## src/apc_cfg.svh

```systemverilog
// Constants of the audio processor control block: offsets, fields, resets, timing.
// Assumes an 8-bit register port and a 40 MHz ref_clk_i.
//
// Summary of operation
// - Clearing processor enable zeroes code pointer
// - Load select toggling keeps code pointer
// - Setting enable starts loaded firmware
// - Command field, status, firmware event flag
// - 24-bit millisecond play time, three bytes
// - Low byte read latches whole counter
// - High byte write loads staged counter
// - Fast forward and rewind adjust time
// - Stop to play clears; pause holds
// - Baseband disable bypasses every treatment
// - Five-bit volume codes, all ones mutes
// - Muted channel still streams, zero unless mixing
// - Three equalizer bands, same gain coding
// - Equalizer disable keeps stored band gains
// - Bass boost adds 6 dB below 200 Hz
// - Surround acts on both channels
// - Band index selects readable bar level
// - Mixing adds recording ADC to output
// - DSP clip input sets clip flag
// - Eight flags, own enables, global enable
// - Enabled flag set raises interrupt request while global enable is set
// - Request flag: empty or half, clears full
// - Ready flag: full or half, clears empty
`ifndef APC_CFG_SVH
`define APC_CFG_SVH

`define APC_ADDR_W 8
`define APC_DATA_W 8
`define APC_PTR_W 16

`define APC_A_PCTRL 8'h00
`define APC_A_CMD 8'h01
`define APC_A_FWSTAT 8'h02
`define APC_A_IFLAGS 8'h03
`define APC_A_IEN 8'h04
`define APC_A_GIEN 8'h05
`define APC_A_TIM0 8'h06
`define APC_A_TIM1 8'h07
`define APC_A_TIM2 8'h08
`define APC_A_BBCTRL 8'h09
`define APC_A_RVOL 8'h0A
`define APC_A_LVOL 8'h0B
`define APC_A_BGAIN 8'h0C
`define APC_A_MGAIN 8'h0D
`define APC_A_TGAIN 8'h0E
`define APC_A_BGSEL 8'h0F
`define APC_A_BGLEV 8'h10
`define APC_A_SCTRL 8'h11
`define APC_A_SSTA0 8'h12
`define APC_A_SSTA1 8'h13
`define APC_A_SSTA2 8'h14
`define APC_A_DPORT 8'h15

`define APC_B_PEN 0
`define APC_B_LOAD 1
`define APC_B_FWEVT 7
`define APC_B_BBEN 0
`define APC_B_EQDIS 1
`define APC_B_BOOST 2
`define APC_B_SURR 3
`define APC_B_MIX 4
`define APC_B_GIEN 0
`define APC_F_REQ 0
`define APC_F_RDY 1
`define APC_F_CLIP 2
`define APC_F_GP_LO 3

`define APC_VOL_RST 5'h03
`define APC_VOL_MUTE 5'h1F
`define APC_EQ_LOW_HZ 750
`define APC_EQ_HIGH_HZ 3300
`define APC_BOOST_HZ 200
`define APC_BOOST_DB 6

`define APC_CLK_MHZ 40
`define APC_TICK_US 1000
`define APC_FF_STEP 24'h00000A

`endif

```

## src/apc_pkg.sv

```systemverilog
// Types shared by the audio processor control block.
// Assumes apc_cfg.svh is on the include path.
`include "apc_cfg.svh"

package apc_pkg;

    typedef enum logic [2:0] {
        APC_STOP = 3'b000,
        APC_PLAY = 3'b001,
        APC_PAUSE = 3'b010,
        APC_FFWD = 3'b011,
        APC_REW = 3'b100
    } apc_mode_e;

    typedef struct packed {
        logic vol_active;
        logic eq_active;
        logic boost_active;
        logic surround_active;
        logic mix_active;
        logic [4:0] right_vol;
        logic [4:0] left_vol;
        logic [4:0] bass_gain;
        logic [4:0] mid_gain;
        logic [4:0] treble_gain;
    } apc_bb_cfg_s;

    typedef struct packed {
        logic valid;
        logic [15:0] right;
        logic [15:0] left;
    } apc_sample_s;

    typedef struct packed {
        logic wr;
        logic [`APC_PTR_W-1:0] addr;
        logic [`APC_DATA_W-1:0] data;
    } apc_code_wr_s;

endpackage : apc_pkg

```

## src/apc_top.sv

```systemverilog
// Audio processor control: register port, firmware load, play time,
// baseband settings, sample mute stage and interrupt aggregation.
// Assumes a synchronous 8-bit register port and a DSP that reports
// clip, general events, bar levels and buffer fill as plain inputs.
`timescale 1ns/100ps
`default_nettype none
`include "apc_cfg.svh"

module apc_top
    import apc_pkg::*;
#(
    parameter int TICK_CYCLES = `APC_CLK_MHZ * `APC_TICK_US
) (
    input wire logic ref_clk_i,
    input wire logic reset_n_i,
    input wire logic [`APC_ADDR_W-1:0] addr_i,
    input wire logic [`APC_DATA_W-1:0] wdata_i,
    input wire logic wr_i,
    input wire logic rd_i,
    output logic [`APC_DATA_W-1:0] rdata_o,
    input wire logic [`APC_DATA_W-1:0] fw_status_i,
    input wire logic fw_event_i,
    input wire logic [`APC_DATA_W-1:0] stream_status0_i,
    input wire logic [`APC_DATA_W-1:0] stream_status1_i,
    input wire logic [`APC_DATA_W-1:0] stream_status2_i,
    input wire apc_mode_e play_mode_i,
    input wire logic buf_write_mode_i,
    input wire logic buf_empty_i,
    input wire logic buf_half_i,
    input wire logic buf_full_i,
    input wire logic clip_i,
    input wire logic [4:0] gp_event_i,
    input wire logic [39:0] bar_levels_i,
    input wire apc_sample_s sample_i,
    input wire apc_sample_s mix_sample_i,
    output apc_sample_s sample_o,
    output apc_code_wr_s code_wr_o,
    output logic buf_wr_o,
    output logic [`APC_DATA_W-1:0] buf_wdata_o,
    output logic proc_run_o,
    output logic [6:0] fw_command_o,
    output logic [`APC_DATA_W-1:0] stream_control_o,
    output apc_bb_cfg_s bb_cfg_o,
    output logic irq_o
);

    function automatic logic hit(input logic [`APC_ADDR_W-1:0] a,
                                 input logic [`APC_ADDR_W-1:0] b);
        hit = (a == b);
    endfunction : hit

    function automatic logic [15:0] mute_sat(input logic mute,
                                             input logic [15:0] s,
                                             input logic [15:0] m,
                                             input logic mix);
        logic [16:0] sum;
        // Mute silences the processor only; the recording path still mixes in
        sum = (mute ? 17'h00000 : {s[15], s}) + {m[15], m};
        if (!mix) begin
            mute_sat = mute ? 16'h0000 : s;
        end else if (sum[16] != sum[15]) begin
            mute_sat = sum[16] ? 16'h8000 : 16'h7FFF;
        end else begin
            mute_sat = sum[15:0];
        end
    endfunction : mute_sat

    // Register state
    logic proc_en;
    logic load_sel;
    logic fw_evt;
    logic [6:0] cmd;
    logic [7:0] iflags;
    logic [7:0] ien;
    logic gien;
    logic [4:0] bbctrl;
    logic [4:0] vol_r;
    logic [4:0] vol_l;
    logic [4:0] gain_b;
    logic [4:0] gain_m;
    logic [4:0] gain_t;
    logic [2:0] bar_sel;
    logic [7:0] sctrl;
    logic [`APC_PTR_W-1:0] code_ptr;
    logic [23:0] play_time;
    logic [23:0] time_snap;
    logic [15:0] stage_lo_mid;
    logic [15:0] tick_cnt;
    apc_mode_e mode_q;

    // Decode
    wire wr_pctrl = wr_i && hit(addr_i, `APC_A_PCTRL);
    wire wr_cmd = wr_i && hit(addr_i, `APC_A_CMD);
    wire wr_iflags = wr_i && hit(addr_i, `APC_A_IFLAGS);
    wire wr_ien = wr_i && hit(addr_i, `APC_A_IEN);
    wire wr_gien = wr_i && hit(addr_i, `APC_A_GIEN);
    wire wr_tim0 = wr_i && hit(addr_i, `APC_A_TIM0);
    wire wr_tim1 = wr_i && hit(addr_i, `APC_A_TIM1);
    wire wr_tim2 = wr_i && hit(addr_i, `APC_A_TIM2);
    wire wr_bb = wr_i && hit(addr_i, `APC_A_BBCTRL);
    wire wr_rvol = wr_i && hit(addr_i, `APC_A_RVOL);
    wire wr_lvol = wr_i && hit(addr_i, `APC_A_LVOL);
    wire wr_bgain = wr_i && hit(addr_i, `APC_A_BGAIN);
    wire wr_mgain = wr_i && hit(addr_i, `APC_A_MGAIN);
    wire wr_tgain = wr_i && hit(addr_i, `APC_A_TGAIN);
    wire wr_bgsel = wr_i && hit(addr_i, `APC_A_BGSEL);
    wire wr_sctrl = wr_i && hit(addr_i, `APC_A_SCTRL);
    wire wr_dport = wr_i && hit(addr_i, `APC_A_DPORT);
    wire rd_tim0 = rd_i && hit(addr_i, `APC_A_TIM0);

    // Firmware loading only while halted; otherwise the port feeds the buffer
    wire code_load = wr_dport && load_sel && !proc_en;
    wire pen_clear = wr_pctrl && !wdata_i[`APC_B_PEN] && proc_en;
    wire [`APC_PTR_W-1:0] next_code_ptr =
        pen_clear ? {`APC_PTR_W{1'b0}} :
        code_load ? code_ptr + 16'h0001 : code_ptr;

    // Play time: a millisecond tick drives play and seek modes
    wire tick = (tick_cnt == 16'(TICK_CYCLES - 1));
    wire stop_to_play = (mode_q == APC_STOP) && (play_mode_i == APC_PLAY);
    wire [23:0] time_step =
        (play_mode_i == APC_PLAY) ? play_time + 24'h000001 :
        (play_mode_i == APC_FFWD) ? play_time + `APC_FF_STEP :
        (play_mode_i == APC_REW) ?
            ((play_time > `APC_FF_STEP) ? play_time - `APC_FF_STEP : 24'h000000) :
        play_time;
    wire [23:0] next_play_time =
        wr_tim2 ? {wdata_i, stage_lo_mid[15:8], stage_lo_mid[7:0]} :
        stop_to_play ? 24'h000000 :
        tick ? time_step : play_time;
    wire [23:0] next_time_snap = rd_tim0 ? play_time : time_snap;

    // Interrupt flags; hardware set wins over a software clear
    wire [4:0] gp_clr = wr_iflags ? wdata_i[7:3] : 5'h00;
    wire clip_clr = wr_iflags && wdata_i[`APC_F_CLIP];
    wire next_clip = clip_i || (iflags[`APC_F_CLIP] && !clip_clr);
    wire [4:0] next_gp = gp_event_i | (iflags[7:3] & ~gp_clr);
    wire next_req = buf_write_mode_i &&
        ((buf_empty_i || buf_half_i) ? 1'b1 : buf_full_i ? 1'b0 :
         iflags[`APC_F_REQ]);
    wire next_rdy = !buf_write_mode_i &&
        ((buf_full_i || buf_half_i) ? 1'b1 : buf_empty_i ? 1'b0 :
         iflags[`APC_F_RDY]);
    wire [7:0] next_iflags = {next_gp, next_clip, next_rdy, next_req};
    wire next_irq = gien && |(iflags & ien);
    wire next_fw_evt = fw_event_i || (fw_evt && !(wr_pctrl && wdata_i[`APC_B_FWEVT]));

    // Baseband: disable forces every treatment off
    wire bb_en = bbctrl[`APC_B_BBEN];
    wire mute_r = bb_en && (vol_r == `APC_VOL_MUTE);
    wire mute_l = bb_en && (vol_l == `APC_VOL_MUTE);
    wire mix_on = bb_en && bbctrl[`APC_B_MIX];
    apc_bb_cfg_s next_bb_cfg;
    assign next_bb_cfg.vol_active = bb_en;
    assign next_bb_cfg.eq_active = bb_en && !bbctrl[`APC_B_EQDIS];
    assign next_bb_cfg.boost_active = bb_en && bbctrl[`APC_B_BOOST];
    assign next_bb_cfg.surround_active = bb_en && bbctrl[`APC_B_SURR];
    assign next_bb_cfg.mix_active = mix_on;
    assign next_bb_cfg.right_vol = vol_r;
    assign next_bb_cfg.left_vol = vol_l;
    assign next_bb_cfg.bass_gain = gain_b;
    assign next_bb_cfg.mid_gain = gain_m;
    assign next_bb_cfg.treble_gain = gain_t;

    // Muted samples keep their slot so downstream timing is unchanged
    apc_sample_s next_sample;
    assign next_sample.valid = sample_i.valid;
    assign next_sample.right = mute_sat(mute_r, sample_i.right, mix_sample_i.right, mix_on);
    assign next_sample.left = mute_sat(mute_l, sample_i.left, mix_sample_i.left, mix_on);

    // Bar graph band pick
    logic [4:0] bar_bands [8];
    genvar gi;
    generate
        for (gi = 0; gi < 8; gi++) begin : g_bar
            assign bar_bands[gi] = bar_levels_i[gi*5 +: 5];
        end
    endgenerate
    wire [4:0] bar_level = bar_bands[bar_sel];

    // Read mux; unmapped offsets read zero
    logic [7:0] next_rdata;
    always_comb begin
        next_rdata = 8'h00;
        case (addr_i)
            `APC_A_PCTRL: next_rdata = {fw_evt, 5'h00, load_sel, proc_en};
            `APC_A_CMD: next_rdata = {1'b0, cmd};
            `APC_A_FWSTAT: next_rdata = fw_status_i;
            `APC_A_IFLAGS: next_rdata = iflags;
            `APC_A_IEN: next_rdata = ien;
            `APC_A_GIEN: next_rdata = {7'h00, gien};
            `APC_A_TIM0: next_rdata = play_time[7:0];
            `APC_A_TIM1: next_rdata = time_snap[15:8];
            `APC_A_TIM2: next_rdata = time_snap[23:16];
            `APC_A_BBCTRL: next_rdata = {3'h0, bbctrl};
            `APC_A_RVOL: next_rdata = {3'h0, vol_r};
            `APC_A_LVOL: next_rdata = {3'h0, vol_l};
            `APC_A_BGAIN: next_rdata = {3'h0, gain_b};
            `APC_A_MGAIN: next_rdata = {3'h0, gain_m};
            `APC_A_TGAIN: next_rdata = {3'h0, gain_t};
            `APC_A_BGSEL: next_rdata = {5'h00, bar_sel};
            `APC_A_BGLEV: next_rdata = {3'h0, bar_level};
            `APC_A_SCTRL: next_rdata = sctrl;
            `APC_A_SSTA0: next_rdata = stream_status0_i;
            `APC_A_SSTA1: next_rdata = stream_status1_i;
            `APC_A_SSTA2: next_rdata = stream_status2_i;
            default: next_rdata = 8'h00;
        endcase
    end

    // Control registers
    always_ff @(posedge ref_clk_i) begin
        if (!reset_n_i) begin
            proc_en <= 1'b0;
            load_sel <= 1'b0;
            cmd <= 7'h00;
            ien <= 8'h00;
            gien <= 1'b0;
            sctrl <= 8'h00;
            bar_sel <= 3'h0;
        end else begin
            if (wr_pctrl) begin
                proc_en <= wdata_i[`APC_B_PEN];
                load_sel <= wdata_i[`APC_B_LOAD];
            end
            if (wr_cmd) begin
                cmd <= wdata_i[6:0];
            end
            if (wr_ien) begin
                ien <= wdata_i;
            end
            if (wr_gien) begin
                gien <= wdata_i[`APC_B_GIEN];
            end
            if (wr_sctrl) begin
                sctrl <= wdata_i;
            end
            if (wr_bgsel) begin
                bar_sel <= wdata_i[2:0];
            end
        end
    end

    // Baseband settings
    always_ff @(posedge ref_clk_i) begin
        if (!reset_n_i) begin
            bbctrl <= 5'h00;
            vol_r <= `APC_VOL_RST;
            vol_l <= `APC_VOL_RST;
            gain_b <= `APC_VOL_RST;
            gain_m <= `APC_VOL_RST;
            gain_t <= `APC_VOL_RST;
        end else begin
            if (wr_bb) begin
                bbctrl <= wdata_i[4:0];
            end
            if (wr_rvol) begin
                vol_r <= wdata_i[4:0];
            end
            if (wr_lvol) begin
                vol_l <= wdata_i[4:0];
            end
            if (wr_bgain) begin
                gain_b <= wdata_i[4:0];
            end
            if (wr_mgain) begin
                gain_m <= wdata_i[4:0];
            end
            if (wr_tgain) begin
                gain_t <= wdata_i[4:0];
            end
        end
    end

    // Play time
    always_ff @(posedge ref_clk_i) begin
        if (!reset_n_i) begin
            play_time <= 24'h000000;
            time_snap <= 24'h000000;
            stage_lo_mid <= 16'h0000;
            tick_cnt <= 16'h0000;
            mode_q <= APC_STOP;
        end else begin
            play_time <= next_play_time;
            time_snap <= next_time_snap;
            mode_q <= play_mode_i;
            tick_cnt <= tick ? 16'h0000 : tick_cnt + 16'h0001;
            if (wr_tim0) begin
                stage_lo_mid[7:0] <= wdata_i;
            end
            if (wr_tim1) begin
                stage_lo_mid[15:8] <= wdata_i;
            end
        end
    end

    // Flags, pointer, outputs
    always_ff @(posedge ref_clk_i) begin
        if (!reset_n_i) begin
            iflags <= 8'h00;
            fw_evt <= 1'b0;
            code_ptr <= {`APC_PTR_W{1'b0}};
            code_wr_o <= '0;
            buf_wr_o <= 1'b0;
            buf_wdata_o <= 8'h00;
            irq_o <= 1'b0;
            rdata_o <= 8'h00;
            sample_o <= '0;
            bb_cfg_o <= '0;
        end else begin
            iflags <= next_iflags;
            fw_evt <= next_fw_evt;
            code_ptr <= next_code_ptr;
            code_wr_o.wr <= code_load;
            code_wr_o.addr <= code_ptr;
            code_wr_o.data <= wdata_i;
            buf_wr_o <= wr_dport && !code_load;
            buf_wdata_o <= wdata_i;
            irq_o <= next_irq;
            rdata_o <= rd_i ? next_rdata : 8'h00;
            sample_o <= next_sample;
            bb_cfg_o <= next_bb_cfg;
        end
    end

    // Register flops drive these outputs directly
    assign proc_run_o = proc_en;
    assign fw_command_o = cmd;
    assign stream_control_o = sctrl;

endmodule : apc_top
`default_nettype wire

```

## config.mk

```make
export PLATFORM = sky130hd
export DESIGN_NAME = apc_top
export DESIGN_NICKNAME = d
export VERILOG_FILES = /design/src/apc_pkg.sv /design/src/apc_top.sv
export VERILOG_INCLUDE_DIRS = /design/src /design/src/src
export SDC_FILE = /design/constraint.sdc
export NUM_CORES = 1
export LEC_CHECK = 0
export BUFFER_PORTS_ARGS = -buffer_cell sky130_fd_sc_hd__buf_2
export CAP_MARGIN = 15
export CORE_MARGIN = 2
export CORE_UTILIZATION = 51
export CTS_BUF_LIST = sky130_fd_sc_hd__clkbuf_8
export CTS_CLUSTER_SIZE = 12
export DETAILED_ROUTE_END_ITERATION = 16
export PLACE_DENSITY_LB_ADDON = 0.1
export RECOVER_POWER = 100
export SKIP_CTS_REPAIR_TIMING = 1
export SLEW_MARGIN = 20
export SYNTH_ARGS = -nofsm -noshare
export SYNTH_HDL_FRONTEND = slang
export SYNTH_SLANG_ARGS = --single-unit
```

## constraint.sdc

```tcl
create_clock -name ref_clk_i -period 3.5 [get_ports ref_clk_i]
set_input_delay 0 -clock ref_clk_i [delete_from_list [all_inputs] [get_ports ref_clk_i]]
set_output_delay 0 -clock ref_clk_i [all_outputs]
set_load 0.01 [all_outputs]
```

== Word-level counts from Yosys, hierarchy flattened ==
Index checks and enable logic that the tools add are counted.

* Latch bits: 0
* RAM bits: 0
* Memories: 0
* Input bits: 172
* Bits in read-only memories: 0
* Register bits: 265

* Muxes and demuxes: 26
* Shift-type cells: 0
* Magnitude comparators: 2
* Divide/modulo/power cells: 0
* Add/subtract/negate cells: 7
* Bitwise gates (word level): 6
* Reduce and logical (&&, ||, !) cells: 57
* Equality and inequality tests: 29
* $mul: 0

{| class="wikitable"
|+ Operators with widths
! cell !! count
|-
| $mux W24 || 7
|-
| $pmux W8 S21 || 1
|-
| $mux W16 || 8
|-
| $eq A8 B4 Y1 const B || 8
|-
| $eq A8 B5 Y1 const B || 6
|-
| $logic_and A1 B1 Y1 || 37
|-
| $add A17 B17 Y17 || 2
|-
| $mux W17 || 2
|-
| $add A16 B1 Y16 const B || 2
|-
| $eq A8 B3 Y1 const B || 4
|-
| $add A24 B1 Y24 const B || 1
|-
| $add A24 B4 Y24 const B || 1
|-
| $gt A24 B4 Y1 const B || 1
|-
| $sub A24 B4 Y24 const B || 1
|-
| $eq A16 B16 Y1 const B || 1
|-
| $eq A8 B2 Y1 const B || 2
|-
| $bmux W5 S3 || 1
|-
| $mux W5 || 3
|-
| $eq A5 B5 Y1 const B || 2
|-
| $and A8 B8 Y8 || 1
|-
| $eq A8 B1 Y1 const B || 1
|-
| $logic_not A8 Y1 || 1
|-
| $reduce_or A8 Y1 || 1
|-
| $logic_not A1 Y1 || 7
|-
| 17 further kinds || 26
|}

== Depth between registers and ports, before layout ==
* Depth after elaboration: 8
* Mapped depth: 16

== Least setup slack after synthesis ==
Ideal clock, no wire load.

* Path kind: flip-flop to flip-flop
* Start point: register bbctrl[0]
* End point: register sample_o[25] (netlist bit)
* Buffers on the path: 2
* Arrival: 3.512 ns
* Cell stages (with the launch flop): 17
* Data required time: 3.441 ns
* Slack: -0.071 ns
* Period minus slack after synthesis: 3.571 ns
* Cells stage by stage: dfxtp_1 > and4_1 > nand3_1 > clkbuf_1 > and2_1 > ha_1 > inv_1 > fa_1 > nand2b_1 > a21oi_1 > o41ai_1 > a21o_1 > a2111oi_0 > o21ai_0 > nand2_1 > buf_2 > o221a_2

* Longest elaborated chain between the ends: 6
* Elaborated cells on any way between the ends: 9

{| class="wikitable"
|+ RTL lines
! what !! line !! RTL
|-
| start, declared || apc_top.sv:76 || <nowiki>logic [4:0] bbctrl;</nowiki>
|-
| start signal, assigned || apc_top.sv:255 || <nowiki>bbctrl <= wdata_i[4:0];</nowiki>
|-
| $logic_and A1 B1 Y1 || apc_top.sv:150 || <nowiki>wire mute_r = bb_en && (vol_r == `APC_VOL_MUTE);</nowiki>
|-
| $mux W17 || apc_top.sv:58 || <nowiki>sum = (mute ? 17'h00000 : {s[15], s}) + {m[15], m};</nowiki>
|-
| $add A17 B17 Y17 || apc_top.sv:58 ||
|-
| $mux W16 or $ne A1 B1 Y1 (tied branches) || apc_top.sv:62, apc_top.sv:61 ||
|-
| $mux W16 || apc_top.sv:61 || <nowiki>end else if (sum[16] != sum[15]) begin</nowiki>
|-
| $mux W16 * || apc_top.sv:59 || <nowiki>if (!mix) begin</nowiki>
|-
| end signal, assigned || apc_top.sv:321 || <nowiki>sample_o <= next_sample;</nowiki>
|-
| end, declared || apc_top.sv:36 || <nowiki>output apc_sample_s sample_o,</nowiki>
|}

Mark *: on every way between the ends. The rest lies on a longest branch, timed or not.
A chain may end at the register's enable or synchronous reset.

== Worst setup path in the final report ==
* Start point: register bbctrl[0]
* End point: register sample_o[9] (netlist bit)

* Longest elaborated chain between the ends: 6
* Elaborated cells on any way between the ends: 9

{| class="wikitable"
|+ RTL lines
! what !! line !! RTL
|-
| $logic_and A1 B1 Y1 || apc_top.sv:151 || <nowiki>wire mute_l = bb_en && (vol_l == `APC_VOL_MUTE);</nowiki>
|-
| $mux W17 || apc_top.sv:58 ||
|-
| $add A17 B17 Y17 || apc_top.sv:58 ||
|-
| $mux W16 or $ne A1 B1 Y1 (tied branches) || apc_top.sv:62, apc_top.sv:61 ||
|-
| $mux W16 || apc_top.sv:61 ||
|-
| $mux W16 * || apc_top.sv:59 ||
|}

Marks and branches as above.

==> impl_metrics.tcl <==
set metrics [dict create \
    status "finished with violations" \
    failing_checks "negative hold slack, max-capacitance violations, max-slew violations" \
    post_synth_inst_count 1625 \
    clkTransAtPathRegs_ns 0.07 \
    cts_max_path_buffers 3 \
    rows 59 \
    synth_enable_flop_cells 0 \
    fp.dieArea_sq_um 28100 \
    syn_area_per_cell_sq_um 8.41 \
    port_buffers 292 \
    whs_endpoint "sample_o[12]" \
    dr_vias_cell 5.85 \
    detail_route.wirelength_um 47600 \
    fmax_ghz 0.294 \
    boundary_pins 294 \
    worstReg2RegStart "bbctrl[0]" \
    yosys_most_used_dff "sky130_fd_sc_hd__dfxtp_1" \
    final_antenna_violating_net_count 0 \
    layout.nets 2276 \
    synth_top_area_share 0.377 \
    insertedDiodeCount 0 \
    drt_first_pass_iters 6 \
    final_core_utilization 0.683 \
    report.final.setup_viol 0 \
    synth_area_leaders "sky130_fd_sc_hd__dfxtp_1, sky130_fd_sc_hd__nor2_1, sky130_fd_sc_hd__a21oi_1" \
    slew_violations 143 \
    master_cell_of_the_clock_root_buffer "sky130_fd_sc_hd__clkbuf_8" \
    ff2ff_setup_slack_ns 0.10 \
    route.detailed.wl_per_inst_um 19.6 \
    synth.yosys.seq_area_share 0.377 \
    synth.yosys.warnings 0 \
    finalWeightedCongestion 1.00 \
    synthesis.area_sq_um 13700 \
    ys_ff_latch 257 \
    area_growth_syn_to_layout_pct 31.1 \
    criticalPathCategory "register to register" \
    worst-slew-pin-transition_ns 2.07 \
    hpwl_um 33600 \
    placeableCoreArea_sq_um 26200 \
    worst_hold_path_type "primary input to register" \
    tritoncts_clock_tree "done" \
    yosysTopAreaCell "sky130_fd_sc_hd__dfxtp_1" \
    final_period_minus_worst_setup_slack_ns 3.40 \
    path_max_fanout 13 \
    rr_worst_depth 15 \
    synth.most_common_cell "sky130_fd_sc_hd__dfxtp_1" \
    placement.cell_area_sq_um 16000 \
    antenna_found_initial 0 \
    global_route.overflow_total 0 \
    post-route-cell-area_sq_um 17900 \
    initial_core_util 0.521 \
    syn-num-nets 1837 \
    power.leakage_nw 7.44 \
    die_width_um 168 \
    worstSetupEndpointType "register" \
    finalHoldViolations 6 \
    drtIter0Drc 1280 \
    track_usage 0.313 \
    ys_async_sr_fraction 0 \
    cp.required_ns 3.95 \
    die_h_um 168 \
    clock_sinks 257 \
    hold-path-cell-count 5 \
    critical_path.startpoint_type "register" \
    worstReg2RegEnd "sample_o[9]" \
    worst_ep_arrival_time_ns 3.85 \
    tritoncts.num_buffers 46 \
    hold_start "sample_i[12]" \
    grt_pass1_vias 12969 \
    vdd_drop_max_mv 0.372 \
    clock_insertion_delay_worst_skew_ns 0.58 \
    power_density_nw_per_um2 406 \
    max-cap-violations 4 \
    fin_setup_tns_ns 0 \
    clock-skew-final_ns 0.0211 \
    global_route_wire_length_before_repair_um 70400 \
    dr_total_vias 14216 \
    drive_gt1_frac 0.216 \
    drt_drc_violations_left 0 \
    synth_common_cells "sky130_fd_sc_hd__dfxtp_1, sky130_fd_sc_hd__nor2_1, sky130_fd_sc_hd__nand2_1" \
    timing.max_slew.rel_slack -0.397 \
    pin_count_of_the_biggest_net_entering_global_routing 89 \
    htreeDepth 2 \
    final.period_utilization 0.971 \
    n_fill_cell 2266 \
    synth.lib_cells_used.distinct 79 \
    final_worst_hold_slack_ns -0.0778 \
]
## where the power goes
group	switching, mW	leakage (nW)	internal [mW]	total, mW
Sequential	0.0390	2.09	2.98	3.02
Clock	1.31	0.550	1.73	3.03
Combinational	0.668	4.80	0.561	1.23
Total	2.01	7.44	5.27	7.28
## sequential cells by signal, summed over array words and instances, names as in the netlist, 3 cells and up
name              flops
sample_o             33
bb_cfg_o             30
play_time            24
code_wr_o            17
code_ptr             16
stage_lo_mid         16
tick_cnt             16
time_snap            16
buf_wdata_o           8
ien                   8
iflags                8
rdata_o               8
stream_control_o      8
fw_command_o          7
bbctrl                5
gain_b                5
gain_m                5
gain_t                5
vol_l                 5
vol_r                 5
bar_sel               3
mode_q                3
## per-stage QoR
stage | instances | total power [mW] | setup WS, ns
detailed placement | 2262 | 4.18 | -0.301
CTS | 2343 | 7.20 | -0.400
finish | 2432 | 7.28 | 0.101
global placement | 2262 | 4.17 | -0.415
global route | 2432 | 7.56 | -0.0471
floorplan | 1625 | 3.73 | 0.0302
## how the worst max path moves through the flow
| stage | start | to | slack, ns | depth (start not counted) |
|---|---|---|---|---|
| after global routing | bbctrl[0] | sample_o[9] | -0.05 | 16 |
| final | bbctrl[0] | sample_o[9] | 0.10 | 15 |
| after global placement | bbctrl[0] | sample_o[25] | -0.41 | 13 |
| after detailed placement | bbctrl[0] | sample_o[9] | -0.30 | 16 |
| after CTS | bbctrl[0] | sample_o[9] | -0.40 | 16 |
| after floorplan | bbctrl[0] | sample_o[25] | 0.03 | 16 |
## cell usage in the layout, fill, tap and decap left out, drive strengths merged, types with 14 or more instances in the layout
| master | count |
|---|---|
| and2 | 90 |
| ha | 38 |
| or3 | 15 |
| nand2b | 18 |
| xnor2 | 30 |
| nand2 | 151 |
| dlygate4sd3 | 78 |
| o221a | 14 |
| dfxtp | 257 |
| a22oi | 32 |
| inv | 31 |
| nand3 | 65 |
| nor2b | 15 |
| mux4 | 14 |
| nand4 | 27 |
| a21oi | 129 |
| o22ai | 15 |
| clkbuf | 185 |
| and3 | 16 |
| xor2 | 41 |
| o21ai | 73 |
| nor2 | 173 |
| a21o | 14 |
| nor3 | 27 |
| buf | 300 |
| mux2i | 63 |
## critical path, cell delays in order (launching register included)
cell,delay (ns)
sky130_fd_sc_hd__dfxtp_2,0.34
sky130_fd_sc_hd__buf_6,0.10
sky130_fd_sc_hd__and4_1,0.18
sky130_fd_sc_hd__nand3_2,0.14
sky130_fd_sc_hd__buf_6,0.17
sky130_fd_sc_hd__and2_4,0.16
sky130_fd_sc_hd__ha_4,0.21
sky130_fd_sc_hd__a21o_1,0.20
sky130_fd_sc_hd__o32ai_2,0.37
sky130_fd_sc_hd__a31oi_4,0.07
sky130_fd_sc_hd__a2111oi_2,0.36
sky130_fd_sc_hd__buf_4,0.17
sky130_fd_sc_hd__xnor2_2,0.13
sky130_fd_sc_hd__nor2_4,0.33
sky130_fd_sc_hd__o21ai_0,0.17
sky130_fd_sc_hd__o211a_1,0.15
## cell type report
cell class	count	area, sq um	area share
Timing Repair Buffer	505	3120	0.174
Clock inverter	23	205	0.0115
Clock buffer	58	798	0.0446
Multi-Input combinational cell	1231	8140	0.454
Inverter	23	87.6	0.00489
Sequential cell	257	5150	0.287
Tap cell	335	419	0.0234
## kinds of logic (layout without fill, tap and decap cells)
family	after synthesis	after routing	synth area share
simple gates	628	629	0.225
compound gates	401	401	0.194
flops	257	257	0.377
buf+inv	138	609	0.0409
mux	90	90	0.0800
xor+xnor	71	71	0.0455
fa+ha+maj	40	40	0.0377
## per-layer routing
| layer | track usage | wire length, um | vias up |
|---|---|---|---|
| li1 | - | - | 6714 |
| met1 | 0.411 | 19800 | 6713 |
| met2 | 0.506 | 22100 | 648 |
| met3 | 0.0643 | 3980 | 141 |
| met4 | 0.126 | 1770 | 0 |
| met5 | 0 | 0 | - |
Power figures use the tool's default switching activity.
